## config.mk

```make
export PLATFORM = sky130hd
export DESIGN_NAME = ulp_lp_divisor
export DESIGN_NICKNAME = d
export VERILOG_FILES = /design/src/ulp_pkg.sv /design/src/ulp_div_if.sv /design/src/ulp_lp_divisor.sv /design/src/ulp_baud_gen.sv
export SDC_FILE = /design/constraint.sdc
export NUM_CORES = 1
export LEC_CHECK = 0
export BUFFER_PORTS_ARGS = -buffer_cell sky130_fd_sc_hd__buf_2
export CAP_MARGIN = 5
export CORE_MARGIN = 2
export CORE_UTILIZATION = 50
export DETAILED_ROUTE_END_ITERATION = 8
export PLACE_DENSITY = 0.78
export REMOVE_ABC_BUFFERS = 1
export SETUP_SLACK_MARGIN = 0.1
export SLEW_MARGIN = 20
export SYNTH_ARGS = -nofsm -noshare
export SYNTH_HDL_FRONTEND = slang
export SYNTH_SLANG_ARGS = --single-unit
```

## constraint.sdc

```tcl
create_clock -name core_clk -period 4.5 [get_ports core_clk]
set_clock_uncertainty 0.05 [all_clocks]
set_input_delay 0.9 -clock core_clk [delete_from_list [all_inputs] [get_ports core_clk]]
set_output_delay 0.9 -clock core_clk [all_outputs]
set_load 0.1 [all_outputs]
```

## src/ulp_pkg.sv

```systemverilog
// Constants of the low-power divisor latch block.
// Assumes a 100 MHz core_clk and an AXI4-Lite master with 32-bit data.
package ulp_pkg;
   localparam logic [31:0] ULP_ADDR_DIV_LO = 32'h50001020;
   localparam logic [31:0] ULP_ADDR_DIV_HI = 32'h50001024;
   localparam logic [31:0] ULP_ADDR_CTRL = 32'h50001040;
   localparam logic [31:0] ULP_ADDR_STAT = 32'h50001044;
   localparam int ULP_CTRL_ACCESS_BIT = 0;
   localparam int ULP_CTRL_LPMODE_BIT = 1;
   localparam logic [7:0] ULP_DIV_RESET = 8'h00;
   localparam logic [1:0] ULP_CTRL_RESET = 2'h0;
   localparam logic [3:0] ULP_OVERSAMPLE_LAST = 4'hF;
   localparam logic [3:0] ULP_MIN_PULSE_TICKS = 4'h3;
   localparam logic [1:0] ULP_RESP_OKAY = 2'h0;
   localparam logic [1:0] ULP_RESP_SLVERR = 2'h2;
   localparam logic [1:0] ULP_RESP_DECERR = 2'h3;
endpackage

```

## src/ulp_div_if.sv

```systemverilog
// Interface between the register slave and the baud generator.
// Assumes both ends run on the same core clock.
`timescale 1ns/1ps
`default_nettype none
interface ulp_div_if;
   logic [15:0] divisor;
   logic reload;
   logic tick16;
   logic baud_tick;
   modport regs (output divisor, output reload, input tick16, input baud_tick);
   modport gen (input divisor, input reload, output tick16, output baud_tick);
endinterface
`default_nettype wire

```

## src/ulp_lp_divisor.sv

```systemverilog
// Low-power divisor latch with AXI4-Lite slave and SIR minimum-pulse detector.
// Assumes the AXI master and sir_rx_in; sir_rx_in is a pin and is synchronised here.
//
// The AXI4-Lite interface to the registers was chosen for this implementation.
`timescale 1ns/1ps
`default_nettype none
module ulp_lp_divisor (
   input wire logic core_clk, // Serial clock, 100 MHz
   input wire logic sys_rst, // Synchronous reset, high
   input wire logic [31:0] s_axi_awaddr, // Write address
   input wire logic s_axi_awvalid, // Write address valid
   output logic s_axi_awready, // Write address ready
   input wire logic [31:0] s_axi_wdata, // Write data
   input wire logic [3:0] s_axi_wstrb, // Write byte strobes
   input wire logic s_axi_wvalid, // Write data valid
   output logic s_axi_wready, // Write data ready
   output logic [1:0] s_axi_bresp, // Write response
   output logic s_axi_bvalid, // Write response valid
   input wire logic s_axi_bready, // Write response ready
   input wire logic [31:0] s_axi_araddr, // Read address
   input wire logic s_axi_arvalid, // Read address valid
   output logic s_axi_arready, // Read address ready
   output logic [31:0] s_axi_rdata, // Read data
   output logic [1:0] s_axi_rresp, // Read response
   output logic s_axi_rvalid, // Read data valid
   input wire logic s_axi_rready, // Read data ready
   input wire logic sir_rx_in, // SIR receive pin, pulse active high
   output logic lp_baud_tick, // One-cycle low-power baud tick
   output logic lp_pulse_det // One-cycle valid-pulse indication
);
   ulp_div_if div ();

   typedef enum logic [1:0] {
      ULP_W_IDLE = 2'b00,
      ULP_W_RESP = 2'b01
   } ulp_wstate_e;

   function automatic logic [1:0] ulp_decode(input logic [31:0] a);
      // 0 lo, 1 hi, 2 ctrl, 3 stat; unmapped flagged separately
      case (a)
         ulp_pkg::ULP_ADDR_DIV_LO: ulp_decode = 2'd0;
         ulp_pkg::ULP_ADDR_DIV_HI: ulp_decode = 2'd1;
         ulp_pkg::ULP_ADDR_CTRL: ulp_decode = 2'd2;
         default: ulp_decode = 2'd3;
      endcase
   endfunction

   function automatic logic ulp_mapped(input logic [31:0] a);
      ulp_mapped = (a == ulp_pkg::ULP_ADDR_DIV_LO) || (a == ulp_pkg::ULP_ADDR_DIV_HI)
         || (a == ulp_pkg::ULP_ADDR_CTRL) || (a == ulp_pkg::ULP_ADDR_STAT);
   endfunction

   logic [7:0] div_lo_r, div_lo_nxt;
   logic [7:0] div_hi_r, div_hi_nxt;
   logic [1:0] ctrl_r, ctrl_nxt;
   logic reload_r, reload_nxt;
   ulp_wstate_e ws_r, ws_nxt;
   logic aw_got_r, aw_got_nxt;
   logic w_got_r, w_got_nxt;
   logic [31:0] awaddr_r, awaddr_nxt;
   logic [31:0] wdata_r, wdata_nxt;
   logic wstrb0_r, wstrb0_nxt;
   logic [1:0] bresp_r, bresp_nxt;
   logic rvalid_r, rvalid_nxt;
   logic [31:0] rdata_r, rdata_nxt;
   logic [1:0] rresp_r, rresp_nxt;
   logic [1:0] rx_sync_r;
   logic [3:0] hi_cnt_r, hi_cnt_nxt;
   logic det_r, det_nxt;
   logic armed_r, armed_nxt;
   logic [31:0] wa;
   logic div_access, div_reg_w;

   assign div_access = ctrl_r[ulp_pkg::ULP_CTRL_ACCESS_BIT];
   assign div.divisor = {div_hi_r, div_lo_r};
   assign div.reload = reload_r;

   // Write channel
   assign s_axi_awready = (ws_r == ULP_W_IDLE) && !aw_got_r;
   assign s_axi_wready = (ws_r == ULP_W_IDLE) && !w_got_r;
   assign s_axi_bvalid = (ws_r == ULP_W_RESP);
   assign s_axi_bresp = bresp_r;

   always_comb begin
      ws_nxt = ws_r;
      aw_got_nxt = aw_got_r;
      w_got_nxt = w_got_r;
      awaddr_nxt = awaddr_r;
      wdata_nxt = wdata_r;
      wstrb0_nxt = wstrb0_r;
      bresp_nxt = bresp_r;
      div_lo_nxt = div_lo_r;
      div_hi_nxt = div_hi_r;
      ctrl_nxt = ctrl_r;
      reload_nxt = 1'b0;
      wa = awaddr_r;
      div_reg_w = 1'b0;
      case (ws_r)
         ULP_W_IDLE: begin
            if (s_axi_awvalid && !aw_got_r) begin
               aw_got_nxt = 1'b1;
               awaddr_nxt = s_axi_awaddr;
            end
            if (s_axi_wvalid && !w_got_r) begin
               w_got_nxt = 1'b1;
               wdata_nxt = s_axi_wdata;
               wstrb0_nxt = s_axi_wstrb[0];
            end
            if (aw_got_r && w_got_r) begin
               aw_got_nxt = 1'b0;
               w_got_nxt = 1'b0;
               ws_nxt = ULP_W_RESP;
               bresp_nxt = ulp_pkg::ULP_RESP_OKAY;
               div_reg_w = (ulp_decode(wa) < 2'd2);
               if (!ulp_mapped(wa)) begin
                  bresp_nxt = ulp_pkg::ULP_RESP_DECERR;
               end else if (div_reg_w && !div_access) begin
                  bresp_nxt = ulp_pkg::ULP_RESP_SLVERR;
               end else if (wstrb0_r) begin
                  case (ulp_decode(wa))
                     2'd0: begin
                        div_lo_nxt = wdata_r[7:0];
                        reload_nxt = 1'b1;
                     end
                     2'd1: begin
                        div_hi_nxt = wdata_r[7:0];
                        reload_nxt = 1'b1;
                     end
                     2'd2: ctrl_nxt = wdata_r[1:0];
                     default: ctrl_nxt = ctrl_r;
                  endcase
               end
            end
         end
         ULP_W_RESP: begin
            if (s_axi_bready) begin
               ws_nxt = ULP_W_IDLE;
            end
         end
         default: ws_nxt = ULP_W_IDLE;
      endcase
   end

   always_ff @(posedge core_clk) begin
      if (sys_rst) begin
         ws_r <= ULP_W_IDLE;
         aw_got_r <= 1'b0;
         w_got_r <= 1'b0;
         awaddr_r <= 32'h00000000;
         wdata_r <= 32'h00000000;
         wstrb0_r <= 1'b0;
         bresp_r <= ulp_pkg::ULP_RESP_OKAY;
         div_lo_r <= ulp_pkg::ULP_DIV_RESET;
         div_hi_r <= ulp_pkg::ULP_DIV_RESET;
         ctrl_r <= ulp_pkg::ULP_CTRL_RESET;
         reload_r <= 1'b0;
      end else begin
         ws_r <= ws_nxt;
         aw_got_r <= aw_got_nxt;
         w_got_r <= w_got_nxt;
         awaddr_r <= awaddr_nxt;
         wdata_r <= wdata_nxt;
         wstrb0_r <= wstrb0_nxt;
         bresp_r <= bresp_nxt;
         div_lo_r <= div_lo_nxt;
         div_hi_r <= div_hi_nxt;
         ctrl_r <= ctrl_nxt;
         reload_r <= reload_nxt;
      end
   end

   // Read channel
   assign s_axi_arready = !rvalid_r;
   assign s_axi_rvalid = rvalid_r;
   assign s_axi_rdata = rdata_r;
   assign s_axi_rresp = rresp_r;

   always_comb begin
      rvalid_nxt = rvalid_r;
      rdata_nxt = rdata_r;
      rresp_nxt = rresp_r;
      if (rvalid_r && s_axi_rready) begin
         rvalid_nxt = 1'b0;
      end else if (!rvalid_r && s_axi_arvalid) begin
         rvalid_nxt = 1'b1;
         rdata_nxt = 32'h00000000;
         rresp_nxt = ulp_pkg::ULP_RESP_OKAY;
         if (!ulp_mapped(s_axi_araddr)) begin
            rresp_nxt = ulp_pkg::ULP_RESP_DECERR;
         end else if (s_axi_araddr == ulp_pkg::ULP_ADDR_STAT) begin
            rdata_nxt = {29'h0, armed_r, div.tick16, (div.divisor != 16'h0000)};
         end else if (ulp_decode(s_axi_araddr) == 2'd2) begin
            rdata_nxt = {30'h0, ctrl_r};
         end else if (!div_access) begin
            rresp_nxt = ulp_pkg::ULP_RESP_SLVERR;
         end else if (ulp_decode(s_axi_araddr) == 2'd0) begin
            rdata_nxt = {24'h000000, div_lo_r};
         end else begin
            rdata_nxt = {24'h000000, div_hi_r};
         end
      end
   end

   always_ff @(posedge core_clk) begin
      if (sys_rst) begin
         rvalid_r <= 1'b0;
         rdata_r <= 32'h00000000;
         rresp_r <= ulp_pkg::ULP_RESP_OKAY;
      end else begin
         rvalid_r <= rvalid_nxt;
         rdata_r <= rdata_nxt;
         rresp_r <= rresp_nxt;
      end
   end

   ulp_baud_gen u_gen (
      .core_clk(core_clk),
      .sys_rst(sys_rst),
      .div(div.gen)
   );

   // Minimum pulse width detector on sixteen-times ticks
   always_comb begin
      hi_cnt_nxt = hi_cnt_r;
      det_nxt = 1'b0;
      armed_nxt = armed_r;
      if (div.divisor == 16'h0000 || !ctrl_r[ulp_pkg::ULP_CTRL_LPMODE_BIT]) begin
         hi_cnt_nxt = 4'h0;
         armed_nxt = 1'b0;
      end else if (!rx_sync_r[1]) begin
         hi_cnt_nxt = 4'h0;
         det_nxt = armed_r;
         armed_nxt = 1'b0;
      end else if (div.tick16 && hi_cnt_r != 4'hF) begin
         hi_cnt_nxt = hi_cnt_r + 4'h1;
         armed_nxt = armed_r || (hi_cnt_r + 4'h1 >= ulp_pkg::ULP_MIN_PULSE_TICKS);
      end
   end

   always_ff @(posedge core_clk) begin
      if (sys_rst) begin
         rx_sync_r <= 2'h0;
         hi_cnt_r <= 4'h0;
         det_r <= 1'b0;
         armed_r <= 1'b0;
      end else begin
         rx_sync_r <= {rx_sync_r[0], sir_rx_in};
         hi_cnt_r <= hi_cnt_nxt;
         det_r <= det_nxt;
         armed_r <= armed_nxt;
      end
   end

   assign lp_baud_tick = div.baud_tick;
   assign lp_pulse_det = det_r;

   // Register access checks
   chk_access_gate: assert property (@(posedge core_clk) disable iff (sys_rst)
      (!div_access && ws_r == ULP_W_IDLE && aw_got_r && w_got_r) |=> $stable(div.divisor))
      else $error("divisor changed without access bit");
   chk_write_gate: assert property (@(posedge core_clk) disable iff (sys_rst)
      (!div_access && ws_r == ULP_W_IDLE && aw_got_r && w_got_r && ulp_decode(awaddr_r) < 2'd2)
      |=> s_axi_bvalid && s_axi_bresp == ulp_pkg::ULP_RESP_SLVERR)
      else $error("divisor write without access bit not refused");
   chk_lo_write_lands: assert property (@(posedge core_clk) disable iff (sys_rst)
      (div_access && ws_r == ULP_W_IDLE && aw_got_r && w_got_r && wstrb0_r && awaddr_r == ulp_pkg::ULP_ADDR_DIV_LO)
      |=> div_lo_r == $past(wdata_r[7:0]) && reload_r)
      else $error("low divisor write lost");
   chk_hi_write_lands: assert property (@(posedge core_clk) disable iff (sys_rst)
      (div_access && ws_r == ULP_W_IDLE && aw_got_r && w_got_r && wstrb0_r && awaddr_r == ulp_pkg::ULP_ADDR_DIV_HI)
      |=> div_hi_r == $past(wdata_r[7:0]) && reload_r)
      else $error("high divisor write lost");
   chk_lo_read_value: assert property (@(posedge core_clk) disable iff (sys_rst)
      (!rvalid_r && s_axi_arvalid && div_access && s_axi_araddr == ulp_pkg::ULP_ADDR_DIV_LO)
      |=> rdata_r == {24'h000000, $past(div_lo_r)})
      else $error("low divisor read value wrong");
   chk_hi_read_value: assert property (@(posedge core_clk) disable iff (sys_rst)
      (!rvalid_r && s_axi_arvalid && div_access && s_axi_araddr == ulp_pkg::ULP_ADDR_DIV_HI)
      |=> rdata_r == {24'h000000, $past(div_hi_r)})
      else $error("high divisor read value wrong");
   chk_read_gate: assert property (@(posedge core_clk) disable iff (sys_rst)
      (!rvalid_r && s_axi_arvalid && !div_access && ulp_decode(s_axi_araddr) < 2'd2)
      |=> rresp_r == ulp_pkg::ULP_RESP_SLVERR && rdata_r == 32'h00000000)
      else $error("divisor read without access bit not refused");
   chk_read_upper_zero: assert property (@(posedge core_clk) disable iff (sys_rst)
      rvalid_r |-> rdata_r[31:8] == 24'h000000)
      else $error("reserved read bits set");
   chk_reset_zero: assert property (@(posedge core_clk) sys_rst |=> div.divisor == 16'h0000)
      else $error("divisor not zero after reset");

   // Pulse detector checks
   chk_zero_no_detect: assert property (@(posedge core_clk) disable iff (sys_rst)
      (div.divisor == 16'h0000) ##1 (div.divisor == 16'h0000) |-> !det_r)
      else $error("pulse detected with zero divisor");
   chk_zero_disarm: assert property (@(posedge core_clk) disable iff (sys_rst)
      (div.divisor == 16'h0000) |=> !armed_r && hi_cnt_r == 4'h0)
      else $error("detector armed with zero divisor");
   chk_detect_width: assert property (@(posedge core_clk) disable iff (sys_rst)
      det_r |-> $past(hi_cnt_r) >= ulp_pkg::ULP_MIN_PULSE_TICKS)
      else $error("pulse flagged below minimum width");
endmodule
`default_nettype wire

```

## src/ulp_baud_gen.sv

```systemverilog
// Low-power baud generator: sixteen-times tick and baud tick from a divisor.
// Assumes divisor and reload come from logic on core_clk.
`timescale 1ns/1ps
`default_nettype none
module ulp_baud_gen (
   input wire logic core_clk, // Serial clock
   input wire logic sys_rst, // Synchronous reset, high
   ulp_div_if.gen div // Divisor in, ticks out
);
   logic [15:0] cnt_r, cnt_nxt;
   logic [3:0] os_r, os_nxt;
   logic t16_r, t16_nxt;
   logic bt_r, bt_nxt;

   always_comb begin
      cnt_nxt = cnt_r;
      os_nxt = os_r;
      t16_nxt = 1'b0;
      bt_nxt = 1'b0;
      if (div.reload || div.divisor == 16'h0000) begin
         cnt_nxt = 16'h0001;
         os_nxt = 4'h0;
      end else if (cnt_r >= div.divisor) begin
         cnt_nxt = 16'h0001;
         t16_nxt = 1'b1;
         os_nxt = os_r + 4'h1;
         bt_nxt = (os_r == ulp_pkg::ULP_OVERSAMPLE_LAST);
      end else begin
         cnt_nxt = cnt_r + 16'h0001;
      end
   end

   always_ff @(posedge core_clk) begin
      if (sys_rst) begin
         cnt_r <= 16'h0001;
         os_r <= 4'h0;
         t16_r <= 1'b0;
         bt_r <= 1'b0;
      end else begin
         cnt_r <= cnt_nxt;
         os_r <= os_nxt;
         t16_r <= t16_nxt;
         bt_r <= bt_nxt;
      end
   end

   assign div.tick16 = t16_r;
   assign div.baud_tick = bt_r;

   chk_zero_no_tick: assert property (@(posedge core_clk) disable iff (sys_rst)
      ($past(div.divisor) == 16'h0000) |-> !t16_r)
      else $error("tick with zero divisor");
   chk_tick_spacing: assert property (@(posedge core_clk) disable iff (sys_rst)
      (t16_r && div.divisor == 16'h0002 && !div.reload) ##1 (div.divisor == 16'h0002 && !div.reload)
      |-> !t16_r ##1 t16_r)
      else $error("tick spacing differs from divisor");
   chk_reload_clear: assert property (@(posedge core_clk) disable iff (sys_rst)
      div.reload |=> !t16_r)
      else $error("tick right after reload");
endmodule
`default_nettype wire

```

# After elaboration in Yosys (flattened, before gate mapping)

Cells that the tools add are included.

Register bits: 131
Input port bits: 108
Output and inout bits: 43
Word-level logic and storage cells: 139

Add/subtract/negate cells: 3
Magnitude comparators: 3
Equality and inequality tests: 16
Muxes and demuxes: 39
Bitwise gates (word level): 8
Reductions and logical operators: 48

Operators by type and width:

| cell                  | count |
|---|---|
| $eq 32x31->1 const B  | 8 |
| $mux 2                | 25 |
| $mux 8                | 5 |
| $reduce_and 6->1      | 3 |
| $add 16x1->16 const B | 1 |
| $ge 16x16->1          | 1 |
| $logic_not 16->1      | 1 |
| $reduce_bool 16->1    | 1 |
| $reduce_and 2->1      | 7 |
| $pmux 2 s3            | 2 |
| $reduce_or 3->1       | 4 |
| $logic_and 1x1->1     | 9 |
| $logic_or 1x1->1      | 9 |
| $add 4x1->4 const B   | 2 |
| $not 1->1             | 8 |
| $logic_not 2->1       | 3 |
| $mux 1                | 6 |
| $reduce_or 2->1       | 3 |
| $reduce_or 6->1       | 1 |
| $logic_not 1->1       | 5 |
| $eq 2x1->1 const B    | 2 |
| $eq 2x2->1 const B    | 2 |
| $eq 4x4->1 const B    | 1 |
| $ge 4x2->1 const B    | 1 |
| 5 further kinds       | 7 |

# Logic depth before layout (Yosys ltp)

Gate-level depths: netlist (run 1).

Depth in word-level cells: 19
Mapped depth: 8

# Modules after synthesis

Synthesis (run 1) repeated with hierarchy kept, for this count alone.

Cells, all modules: 592
Area total of the unflattened synthesis: 5009.8 um^2

Modules (own cells, without submodules):

| module         | instances | cells each | area each (um^2) | seq. area each (um^2) |
|---|---|---|---|---|
| ulp_lp_divisor | 1         | 433        | 3671.0           | 1681.6 |
| ulp_baud_gen   | 1         | 159        | 1338.8           | 440.4 |

# Worst setup path before layout (run 1)

Ideal clock, no wire load.

Path kind: reg-to-reg
From: register ws_r[0]
To: register awaddr_r[31]
Arrival time: 3.020 ns
Required time: 4.379 ns
Slack: 1.359 ns
Stages on the path, launching flop included: 7
Period minus slack after synthesis: 3.141 ns
Cells stage by stage: dfxtp_1 -> nor2_1 -> and2_1 -> clkbuf_1 -> clkbuf_1 -> nand2_1 -> a21oi_1

Longest elaborated chain between the ends: 2

Ends and longest elaborated chain:

| what                              | RTL line              | source |
|---|---|---|
| start: declaration                | ulp_lp_divisor.sv:57  | `ulp_wstate_e ws_r, ws_nxt;` |
| start signal: assignment          | ulp_lp_divisor.sv:158 | `ws_r <= ws_nxt;` |
| $logic_not 2->1                   | ulp_lp_divisor.sv:98  | `case (ws_r)` |
| $reduce_and 2->1 (no source line) | -                     |  |
| end signal: assignment            | ulp_lp_divisor.sv:161 | `awaddr_r <= awaddr_nxt;` |
| end: declaration                  | ulp_lp_divisor.sv:60  | `logic [31:0] awaddr_r, awaddr_nxt;` |

Every way passes these cells.
A chain may end at the register's enable or synchronous reset.

# Worst setup path after layout (run 1)

From: register div_lo_r[3]
To: register u_gen.cnt_r[5]

Longest elaborated chain between the ends: 3

Ends and longest elaborated chain:

| what                                                                 | RTL line              | source |
|---|---|---|
| start: declaration                                                   | ulp_lp_divisor.sv:53  | `logic [7:0] div_lo_r, div_lo_nxt;` |
| start signal: assignment                                             | ulp_lp_divisor.sv:153 | `div_lo_r <= ulp_pkg::ULP_DIV_RESET;` |
| start signal: assignment                                             | ulp_lp_divisor.sv:165 | `div_lo_r <= div_lo_nxt;` |
| parallel branches: the longest is 2 deep, another holds $ge 16x16->1 | -                     |  |
| $reduce_or 3->1 (no source line) *                                   | -                     |  |
| end signal: assignment                                               | ulp_baud_gen.sv:40    | `cnt_r <= cnt_nxt;` |
| end: declaration                                                     | ulp_baud_gen.sv:10    | `logic [15:0] cnt_r, cnt_nxt;` |

Every way passes the cells marked *.

==> results of run 1 <==
==> layer usage <==
layer	part of all wire	wire length [um]	global-route usage	up-vias
li1	-	-	-	2264
met1	0.44	5020	0.273	2075
met2	0.47	5320	0.359	147
met3	0.066	747	0.0480	20
met4	0.018	205	0.0724	0
met5	0	0	0	-
==> metrics by stage <==
step                instance area, um^2  worst slack, ps  utilization  total power (uW)  instances
finish                             5830             1940        0.593              1920        838
global route                       5830             1640        0.593              2000        838
CTS                                5830             1930        0.593              1940        838
detailed placement                 5610             1700        0.571              1290        823
global placement                   5610             1760        0.571              1290        823
floorplan                          4920              991            -              1210        588
==> Yosys cell counts (6+ instances only) <==
master | n | area [um^2]
o21ai_0 | 6 | 30.0
nand4_1 | 8 | 50.1
ha_1 | 20 | 250
and3_1 | 12 | 75.1
buf_4 | 24 | 180
nand2_1 | 113 | 424
xor2_1 | 10 | 87.6
nor3_1 | 14 | 70.1
clkbuf_1 | 17 | 63.8
o21ai_1 | 6 | 30.0
nand3_1 | 16 | 80.1
inv_1 | 26 | 97.6
mux2i_1 | 23 | 230
nor4_1 | 18 | 113
nor2_1 | 53 | 199
xnor2_1 | 8 | 70.1
a21oi_1 | 52 | 260
dfxtp_1 | 106 | 2120
==> cell type report <==
type                       instances  area (um^2)  area share
multi-input combinational        456         2700       0.464
inverter                          26         97.6      0.0167
tap                              133          166      0.0286
sequential                       106         2120       0.364
clock inverter                     6         96.3      0.0165
timing repair buffer             102          518      0.0889
clock buffer                       9          124      0.0213
==> state kept, by name, summed over array words and instances (netlist names), 2 cells and up <==
register,cells
div_lo_r,8
hi_cnt_r,4
u_gen.cnt_r,16
awaddr_r,32
wdata_r,8
div_hi_r,8
rx_sync_r,2
s_axi_rdata,8
s_axi_rresp,2
s_axi_bresp,2
ctrl_r,2
u_gen.os_r,4
==> power breakdown <==
| part | internal, uW | total (uW) | switching, uW |
|---|---|---|---|
| sequential | 969 | 994 | 25.8 |
| clock | 318 | 647 | 329 |
| combinational | 64.3 | 276 | 212 |
==> logic make-up after synthesis <==
group,Yosys count
AOI/OAI and AO/OA,98
xor gates and xnor gates,18
adders and majority gates,20
buffers and inverters,72
DFF,106
muxes,23
other,1
and+or+nand+nor,273
==> how the worst min path moves through the flow <==
| stage | from | end | slack [ps] | depth (start not counted) |
|---|---|---|---|---|
| after floorplan | rx_sync_r[1] | lp_pulse_det | 350 | 1 |
| after global placement | rx_sync_r[1] | lp_pulse_det | 370 | 1 |
| after detailed placement | rx_sync_r[1] | lp_pulse_det | 370 | 1 |
| after CTS | rx_sync_r[1] | lp_pulse_det | 380 | 1 |
| after global routing | rx_sync_r[1] | lp_pulse_det | 400 | 1 |
| final | rx_sync_r[1] | lp_pulse_det | 380 | 1 |
==> summary by stage, run 1 <==
CTS
TritonCTS built the clock tree. The CTS root buffer is clkbuf_8. Clock tree synthesis found a total of 106 sinks. The number of post-CTS setup repair buffers is 0.

The clock slew seen by the registers of the worst setup and hold paths is 100 ps. The H-tree generated during clock tree synthesis spans 3 levels. The number of clock buffers added by TritonCTS is 9. The clock latency at the later pin of the worst-skew pair is 370 ps. The deepest clock path buffer count is 2.

Buffers inserted to repair hold after CTS numbered 0. The number of gates resized after CTS was 0.

Setup path
At the worst endpoint, the required time is 4750 ps. The signal on the critical path passes through inv_1, ha_1, a2111oi_0, o21ai_0, a221oi_4, o211ai_2, nor2_1. The worst setup path is captured at a register. The number of buffers and inverters on the critical path is 1. The worst register-to-register path has a depth of 7.

Among all stages on the critical path, the largest delay is contributed by a221oi_4. In this run the number of cells on the critical path is 7. In this run the worst setup path begins at div_lo_r[3]. The maximum net fanout on the critical path is 14.

In this run the critical register-to-register path is captured at u_gen.cnt_r[5]. The cell class contributing the biggest share of worst-path delay is compound AO/OA/AOI/OAI gates. The setup path with the least slack is of type register to register.

The last element of the critical path is u_gen.cnt_r[5]. The startpoint kind of the worst setup timing path is a register. The reg-to-reg critical path startpoint is div_lo_r[3]. The delay of the slowest cell on the worst path is 520 ps. The data arrival time of the worst path is 2820 ps. Across all register-to-register paths, the minimum setup slack is 1940 ps.

Finish
The number of filler cells placed in the layout is 900. The commonest non-fill, non-tap cell in the layout is nand2_1. The library cells used most frequently in the layout, excluding fill and tap cells, are nand2_1, dfxtp_1, buf_2. The count of nets after finishing is 829. The proportion of layout cells with a drive suffix above 1 is 0.180. Compared with the post-synthesis result, the final layout area differs by 14.2%. The antenna diode count is 0.

Die
After floorplanning, the core was divided into 36 placement rows. The floorplan step defined a die boundary enclosing 11,000 um^2. 151 I/O pins were placed.

The area inside the core boundary is 9820 um^2. The height of the die is 105 um. In this run the horizontal extent of the chip is 105 um. The initial utilization of the core area, before any placement, comes to 0.520.

Route
Summed over all layers, the routed wires come to 11.3 mm. Before antenna repair, the detailed router went through 4 iterations. The final route contains 4,506 vias.

The first routing iteration left 155 violations. The post-detailed-route wirelength per cell is 13.5 um. After detailed routing, the number of remaining DRC violations is 0. The number of antenna-violating nets in the routed design is 0.

Dividing the detail-routed via count by the number of cells gives 5.38.

Yosys
Of the total synthesized cell area, the portion taken by full adders, half adders and majority gates is 0.0490. A synthesized cell averages 8.35 um^2. The fraction of synthesized area in multiplexers is 0.0451. After synthesis, the share of flip-flops with an asynchronous set or reset is 0. The Yosys step of the flow raised 0 warnings. Of the total synthesized cell area, the portion taken by AND, OR, NAND and NOR gates is 0.265.

Of the total synthesized cell area, the portion taken by XOR and XNOR cells is 0.0309. The proportion of synthesized chip area in sequential cells is 0.416. Synthesis produced 611 cells.

The number of flops mapped to enable cells by yosys is 0. The main combinational cell family by area after synthesis is simple AND/OR/NAND/NOR gates. After synthesis the cells add up to 5100 um^2. The number of different library cells used by synthesis comes to 62.

The predominant post-synthesis flop cell is dfxtp_1. The compound-gate portion of the synthesized area is 0.122. After synthesis the netlist holds a flip-flop and latch count of 106.

Place
The number of buffers added on ports is 99. The congestion estimate from routability-driven global placement came to 0.863. The post-DP HPWL is 8.58 mm.

Timing
The worst slew margin relative to its limit is 0.331. The transition time at the pin with the least slew margin is 1000 ps. The final clock period utilization by the worst path is 0.569. Setup repair after global routing left no endpoint under its margin. The post-route setup TNS is 0 ps. The number of hold violations in the final report is 0. The total setup violations reported at the end of the flow is 0.

Derived from the worst setup path, the maximum achievable clock frequency is 0.390 GHz. Subtracting the final worst setup slack from the clock period gives 2560 ps. The worst-case hold slack is 381 ps. The final-report max-slew violation count is 0.

Power and ir drop
The cell area power density is 329 nW/um^2. For this design the static power due to leakage is 0.00244 uW. The maximum vdd drop is 0.179 mV.

Global route
The via count of the first global-routing pass was 4,383. The number of antenna violations at the first check in global routing is 0. The first global-routing pass estimated 19.5 mm of wire. The global routing usage summed across all routing layers is 0.215. The global-route congestion overflow total is 0. The largest net degree at the start of global routing is 73.

Outcome
The flow ran to the end, and the final reports show no timing, DRC or antenna violations.

Hold path
The class of the worst hold path is register to register.

Run
The max-cap violation count is 0.
No activity file was read; power rests on OpenSTA's default activity.
==> run 2, diff against run 1 <==
Settings changed: ABC_AREA set to 1, PLACE_DENSITY 0.78 to 0.77.
Clock period 4.5 ns to 2.5 ns, I/O delays scaled along.
==> summary by stage, run 2 <==
Setup path
The flop-to-flop setup slack was 380 ps (was 1940 ps). The last element of the critical path is u_gen.cnt_r[6] (was u_gen.cnt_r[5]). The launch point of the critical path is div_hi_r[5] (was div_lo_r[3]). The start-to-end type of the worst setup path is register to register (unchanged). The delay of the slowest cell on the worst path is 390 ps (was 520 ps). The number of cell instances on the worst register-to-register path is 8 (was 7).

The endpoint of the lowest-slack register-to-register path is u_gen.cnt_r[6] (was u_gen.cnt_r[5]). The element type at the critical path end is a register (unchanged). In this design, the critical path's most frequently occurring cell is a21oi_1. The data arrival time of the worst path is 2360 ps (was 2820 ps). The reg-to-reg critical path startpoint was div_hi_r[5] (was div_lo_r[3]).

The maximum net fanout on the critical path is 13 (was 14). The startpoint kind of the worst setup timing path is a register (unchanged). Crit-path cells: inv_1, ha_1, a21oi_1, o21ai_0, a21oi_1, nand4_2, buf_4, nor3b_1 (was inv_1, ha_1, a2111oi_0, o21ai_0, a221oi_4, o211ai_2, nor2_1). The required arrival time at the worst endpoint is 2740 ps (was 4750 ps).

The critical-path cell with the highest stage delay is dfxtp_1 (was a221oi_4).

Timing
The worst path setup slack after routing is 384 ps (was 1940 ps). The total setup violations reported at the end of the flow is 0 (unchanged). The final-report max-slew violation count came to 0 (unchanged). The transition time at the pin with the least slew margin is 730 ps (was 1000 ps). Unrepaired setup endpoints after global routing: false (unchanged). The number of hold violations in the final report is 0 (unchanged). The final clock period utilization by the worst path was 0.846 (was 0.569).

The upper clock frequency limit is 0.473 GHz (was 0.390 GHz). The final critical path time including I/O delays and setup is 2120 ps (was 2560 ps). The worst slew margin relative to its limit came to 0.513 (was 0.331).

Power and ir drop
The cell area power density is 563 nW/um^2 (was 329 nW/um^2). The total power of the final layout is 3460 uW (was 1920 uW). The reported leakage power is 0.00278 uW (was 0.00244 uW).

The maximum vdd drop is 0.341 mV (was 0.179 mV).

Finish
The antenna diode count was 0 (unchanged). The flip-flop count of the largest register, all copies and words added is 32 (unchanged). The proportion of layout cells with a drive suffix above 1 came to 0.184 (was 0.180).

The cell area after layout is 6140 um^2 (was 5830 um^2). The count of nets after finishing came to 984 (was 829). The register with the highest flop count is awaddr_r (unchanged). The number of filler cells placed in the layout is 1,050 (was 900).

The layout overhead on the synthesized area came to 13.7% (was 14.2%). The commonest non-fill, non-tap cell in the layout is nor2_1 (was nand2_1). Biggest regs: awaddr_r (32), u_gen.cnt_r (16) (unchanged). Top library cells by usage in the layout, fill and taps aside: nor2_1, nand2_1, dfxtp_1 (was nand2_1, dfxtp_1, buf_2).

Yosys
The proportion of netlist area held by the largest area contributor is 0.393 (was 0.416). Leading post-synthesis cells by instance count: nor2_1, nand2_1, dfxtp_1, inv_1, a21oi_1 (was nand2_1, dfxtp_1, nor2_1, a21oi_1, inv_1). The yosys synthesis warning count is 0 (unchanged). The biggest area consumer among synthesized cells was dfxtp_1 (unchanged).

The proportion of synthesized chip area in sequential cells is 0.393 (was 0.416). The number of synthesized register bits is 106 (unchanged). The most frequently used cell type in the post-synthesis netlist is nor2_1 (was nand2_1). Largest cells by area after synthesis: dfxtp_1, nor2_1, nand2_1, inv_1, a21oi_1 (was dfxtp_1, nand2_1, a21oi_1, ha_1, mux2i_1). The predominant post-synthesis flop cell is dfxtp_1 (unchanged). The synthesized netlist cell count is 761 (was 611). The distinct cell type count of the synthesized netlist was 39 (was 62). The mean area per synthesized cell is 7.10 um^2 (was 8.35 um^2). The fraction of registers with async set/reset came to 0 (unchanged). The area of the mapped netlist came to 5400 um^2 (was 5100 um^2). The number of flops mapped to enable cells by yosys is 0 (unchanged).

Die
The height of the die is 108 um (was 105 um). The effective utilization at floorplan is 0.519 (was 0.520). The area of the die was 11,700 um^2 (was 11,000 um^2). The number of top-level pins is 151 (unchanged). The area inside the core boundary is 10,400 um^2 (was 9820 um^2).

The number of core rows is 37 (was 36). The die outline width came to 108 um (was 105 um).

Place
The cell area reported after detailed placement was 5940 um^2 (was 5610 um^2). The post-DP HPWL is 8.43 mm (was 8.58 mm). The routability-driven placement congestion ratio is 0.820 (was 0.863). The worst-case setup slack after placement is 411 ps (was 1700 ps). The number of buffers added on ports is 99 (unchanged).

CTS
The clock slew seen by the registers of the worst setup and hold paths is 110 ps (was 100 ps). The number of buffers created by CTS is 9 (unchanged). The CTS sink count is 106 (unchanged). The number of H-tree levels came to 3 (unchanged). The deepest clock path buffer count came to 2 (unchanged). The CTS tree is yes (unchanged). The cts-stage hold buffer count is 0 (unchanged).

The total of cells resized after clock tree synthesis came to 0 (unchanged). The clock latency at the later pin of the worst-skew pair is 370 ps (about the same). The CTS root buffer is clkbuf_8 (unchanged). The number of post-CTS setup repair buffers is 0 (unchanged).

Global route
The via count of the first global-routing pass is 4,219 (was 4,383). The first-pass GRT wire length is 19.1 mm (was 19.5 mm). The largest net degree at the start of global routing is 50 (was 73).

The global-route congestion overflow total is 0 (unchanged). The global routing usage summed across all routing layers was 0.201 (was 0.215). The number of antenna violations at the first check in global routing is 0 (unchanged).

Hold path
The class of the worst hold path is primary input to register (was register to register). The number of cells on the worst hold path is 3 (was 1).

Route
The number of antenna-violating nets in the routed design was 0 (unchanged). The first-pass detailed-route iteration total is 4 (unchanged). The number of design-rule violations left by the first detailed-router iteration is 256 (was 155). The post-detailed-route wirelength per cell is 11.2 um (was 13.5 um). The detailed-route DRC error count was 0 (unchanged). The total number of vias came to 4,857 (was 4,506). The final wirelength was 11.1 mm (was 11.3 mm).

The detailed-route vias per instance was 4.87 (was 5.38).

Outcome
Run status: finished clean (unchanged).

Run
The max-cap violation count was 0 (unchanged).
run 2: changes by cell type in the layout (fill, tap and decap cells not counted), sizes merged, moves of 6 or more:
cell | before | now
xor2 | 10 | 4
nand3 | 16 | 36
inv | 29 | 90
nand4 | 10 | 28
mux2i | 23 | 0
nand2 | 113 | 128
o21ai | 12 | 59
nor2 | 53 | 155
nor4 | 19 | 1
and3 | 12 | 0
run 2: how the worst min path moves through the flow:
| stage | start | to | slack [ps] |
|---|---|---|---|
| after floorplan | rx_sync_r[0] | rx_sync_r[1] | 340 |
| after global placement | rx_sync_r[0] | rx_sync_r[1] | 340 |
| after detailed placement | rx_sync_r[0] | rx_sync_r[1] | 350 |
| after CTS | sir_rx_in | rx_sync_r[0] | 270 |
| after global routing | sir_rx_in | rx_sync_r[0] | 280 |
| final | sir_rx_in | rx_sync_r[0] | 270 |
run 2: final cells by class:
cell class                 instances  area (um^2)  share of cell area
multi-input combinational        546         2780               0.452
sequential                       106         2120               0.345
timing repair buffer             104          533              0.0868
inverter                          89          335              0.0546
tap                              136          170              0.0277
clock buffer                       9          124              0.0202
clock inverter                     7         82.6              0.0134
run 2: cell families after synthesis:
group | count (synthesis) | share of synthesized area
buffers and inverters | 132 | 0.110
XOR/XNOR | 12 | 0.0195
adder cells (fa/ha/maj) | 20 | 0.0463
other | 1 | 0.000694
flip-flops | 106 | 0.393
AO/OA/AOI/OAI | 120 | 0.113
AND/OR/NAND/NOR | 370 | 0.318
run 2: through the flow:
step	TNS (ps)	std cells	hold WS, ps	util
floorplan	-54470	741	338	-
global placement	0	981	343	0.570
detailed placement	0	981	345	0.570
CTS	0	997	266	0.590
global route	0	997	282	0.590
finish	0	997	274	0.590
run 2: worst max-delay path, delay by kind of cell, from the launching register on:
| kind | cells | cell delay [ps] |
|---|---|---|
| compound gates | 3 | 580 |
| flops | 1 | 390 |
| simple gates | 2 | 390 |
| fa+ha+maj | 1 | 310 |
| buf+inv | 2 | 310 |
run 2: where the power goes:
| part | switching, uW | internal (uW) | total [uW] | leakage [uW] |
|---|---|---|---|---|
| Combinational | 421 | 129 | 549 | 0.00181 |
| Sequential | 45.4 | 1760 | 1810 | 0.000865 |
| Clock | 621 | 483 | 1100 | 0.000104 |
| Total | 1090 | 2370 | 3460 | 0.00278 |
run 2: per-layer routing:
metal	track usage	routed length, um
met2	0.328	4860
met5	0	0
met1	0.275	5380
met4	0.0568	136
met3	0.0338	738
==> run 3, diff against run 2 <==
Settings changed: CORE_UTILIZATION 50 to 48.
Clock period 2.5 ns to 1.7 ns, I/O delays scaled along.
==> summary by stage, run 3 (synthesis results as in run 2) <==
Timing
The final clock period utilization by the worst path was 1.11 (was 0.846). The total setup violations reported at the end of the flow is 22 (was 0). The upper clock frequency limit was 0.530 GHz (was 0.473 GHz). The worst path setup slack after routing was -188 ps (was 384 ps).

The final-report max-slew violation count is 0 (unchanged). The final critical path time including I/O delays and setup was 1890 ps (was 2120 ps). The post-route setup TNS is -2710 ps (was 0 ps). Unrepaired setup endpoints after global routing: true (was false). The number of hold violations in the final report is 0 (unchanged).

Hold path
The hold path startpoint is sir_rx_in (unchanged). The class of the worst hold path is primary input to register (unchanged). The sink of the worst hold path is rx_sync_r[0] (unchanged). The number of cells on the worst hold path is 3 (unchanged).

Route
The total number of vias is 5,392 (was 4,857). The detailed-route DRC error count is 0 (unchanged). The detailed-route vias per instance is 5.02 (was 4.87). The post-detailed-route wirelength per cell came to 13.0 um (was 11.2 um). The first-pass detailed-route iteration total is 5 (was 4). The number of antenna-violating nets in the routed design is 0 (unchanged). The final wirelength is 13.9 mm (was 11.1 mm). The number of design-rule violations left by the first detailed-router iteration is 218 (was 256).

Global route
The largest net degree at the start of global routing is 32 (was 50). The global-route met1 utilization came to 0.266 (was 0.275). The global-route track usage on met2 is 0.375 (was 0.328). The most used routing layer is met2 (unchanged). The number of antenna violations at the first check in global routing was 0 (unchanged). The via count of the first global-routing pass is 4,819 (was 4,219). The first-pass GRT wire length is 20.7 mm (was 19.1 mm). The global-route track usage on met3 is 0.0429 (was 0.0338). The global routing usage summed across all routing layers is 0.213 (was 0.201). The global-route congestion overflow total came to 0 (unchanged).

CTS
The clock latency at the later pin of the worst-skew pair was 390 ps (was 370 ps). The deepest clock path buffer count is 2 (unchanged). The cts-stage hold buffer count is 0 (unchanged).

The CTS sink count is 106 (unchanged). The CTS root buffer is clkbuf_8 (unchanged). The number of H-tree levels was 3 (unchanged).

The clock slew seen by the registers of the worst setup and hold paths was 110 ps (about the same). The number of buffers created by CTS is 9 (unchanged). The CTS tree is yes (unchanged).

Place
The routability-driven placement congestion ratio is 0.841 (was 0.820). The number of buffers added on ports is 99 (unchanged). The post-DP HPWL came to 9.11 mm (was 8.43 mm).

Setup path
The critical-path cell with the highest stage delay is dfxtp_1 (unchanged). The maximum net fanout on the critical path came to 6 (was 13). The reg-to-reg critical path startpoint is div_hi_r[0] (was div_hi_r[5]). The number of cell instances on the worst register-to-register path is 9 (was 8). The launch point of the critical path was div_hi_r[0] (was div_hi_r[5]).

The element type at the critical path end is a register (unchanged). The startpoint kind of the worst setup timing path was a register (unchanged). The delay of the slowest cell on the worst path is 380 ps (was 390 ps).

Crit-path cells: inv_1, ha_1, a21oi_2, o21ai_1, a21oi_2, buf_6, nand4_4, buf_6, nor3b_1 (was inv_1, ha_1, a21oi_1, o21ai_0, a21oi_1, nand4_2, buf_4, nor3b_1). The start-to-end type of the worst setup path is register to register (unchanged). The flop-to-flop setup slack is -190 ps (was 380 ps). The required arrival time at the worst endpoint is 1960 ps (was 2740 ps). The number of buffers and inverters on the critical path came to 3 (was 2).

The cell class contributing the biggest share of worst-path delay is compound AO/OA/AOI/OAI gates (unchanged). The data arrival time of the worst path was 2150 ps (was 2360 ps). The endpoint of the lowest-slack register-to-register path is u_gen.cnt_r[3] (was u_gen.cnt_r[6]).

Power and ir drop
The total power of the final layout is 5320 uW (was 3460 uW). The cell area power density is 727 nW/um^2 (was 563 nW/um^2). The reported leakage power is 0.00324 uW (was 0.00278 uW).

The maximum vdd drop came to 0.527 mV (was 0.341 mV).

Die
The number of core rows is 38 (was 37). The height of the die came to 110 um (was 108 um). The effective utilization at floorplan is 0.496 (was 0.519). The area of the die is 12,100 um^2 (was 11,700 um^2). The die outline width is 110 um (was 108 um). The number of top-level pins is 151 (unchanged). The area inside the core boundary was 10,900 um^2 (was 10,400 um^2).

Finish
The layout overhead on the synthesized area is 35.5% (was 13.7%). The antenna diode count is 0 (unchanged). The number of filler cells placed in the layout is 871 (was 1,050).

The count of nets after finishing is 1,058 (was 984). Biggest regs: awaddr_r (32), u_gen.cnt_r (16) (unchanged). The commonest non-fill, non-tap cell in the layout is nor2_1 (unchanged). The register with the highest flop count is awaddr_r (unchanged). The proportion of layout cells with a drive suffix above 1 is 0.378 (was 0.184). The flip-flop count of the largest register, all copies and words added was 32 (unchanged). Top library cells by usage in the layout, fill and taps aside: nor2_1, nand2_1, buf_2 (was nor2_1, nand2_1, dfxtp_1).

Outcome
The checks that failed: negative setup slack. Run status: complete, but fails checks (was finished clean).

Run
The max-cap violation count is 0 (unchanged).
## run 3: cell count changes in the layout (fill, tap and decap cells not counted), moves of 14 or more
cell     before  now
buf_4         5   71
nor2_1      141  121
nand2_1     123   98
a21oi_1      56   37
nor2_2        8   22
a21oi_2       1   19
nand2_2       5   24
dfxtp_2       0   24
dfxtp_1     106   81
## run 3: where the power goes
part	internal, uW	leakage, uW	total [uW]	switching (uW)
clock	735	0.000115	1720	990
combinational	259	0.00225	919	660
sequential	2590	0.000876	2680	86.9
total	3590	0.00324	5320	1740
## run 3: layout make-up
class / instances / area (um^2) / share of cell area
flip-flops and latches: 106 / 2160 / 0.295
multi-input cells: 547 / 3250 / 0.444
well taps: 140 / 175 / 0.0239
repair buffers: 177 / 1170 / 0.159
inverters: 89 / 339 / 0.0463
clock buffers: 9 / 124 / 0.0169
clock inverters: 7 / 113 / 0.0154
## run 3: per-stage QoR
step                      std cells  utilization  hold slack [ps]  area (um^2)  setup WS [ps]
after detailed placement       1045        0.590              367         6420           -156
after global placement         1045        0.590              358         6420           -133
after global routing           1075        0.672             96.6         7320           -252
after floorplan                 741            -              338         5230          -2350
final                          1075        0.672              102         7320           -188
after CTS                      1068        0.636              101         6930          -58.7
## run 3: worst max path at each step
stage | endpoint | slack [ps] | cells after the start
after floorplan | awaddr_r[0] | -2350 | 5
after global placement | u_gen.cnt_r[13] | -130 | 8
after detailed placement | u_gen.cnt_r[15] | -160 | 8
after CTS | u_gen.cnt_r[9] | -60 | 8
after global routing | u_gen.cnt_r[3] | -250 | 9
final | u_gen.cnt_r[3] | -190 | 9
## run 3: per-layer routing
layer | part of all wire | up-vias
met5 | 0 | -
met4 | 0.024 | 0
met3 | 0.058 | 30
li1 | - | 2747
met2 | 0.48 | 172
met1 | 0.44 | 2443
## run 3: what timing repair did
action	in CTS	in global routing
pin swaps	27	28
gates resized for setup	68	97
buffers inserted	5	6
gates cloned	2	1
endpoints found under the setup margin	44	57
## run 3: tightest hold or removal path, delay by kind of cell
| kind | cells | cell delay (ps) |
|---|---|---|
| and+or+nand+nor | 1 | 30 |
| buffers and inverters | 2 | 130 |
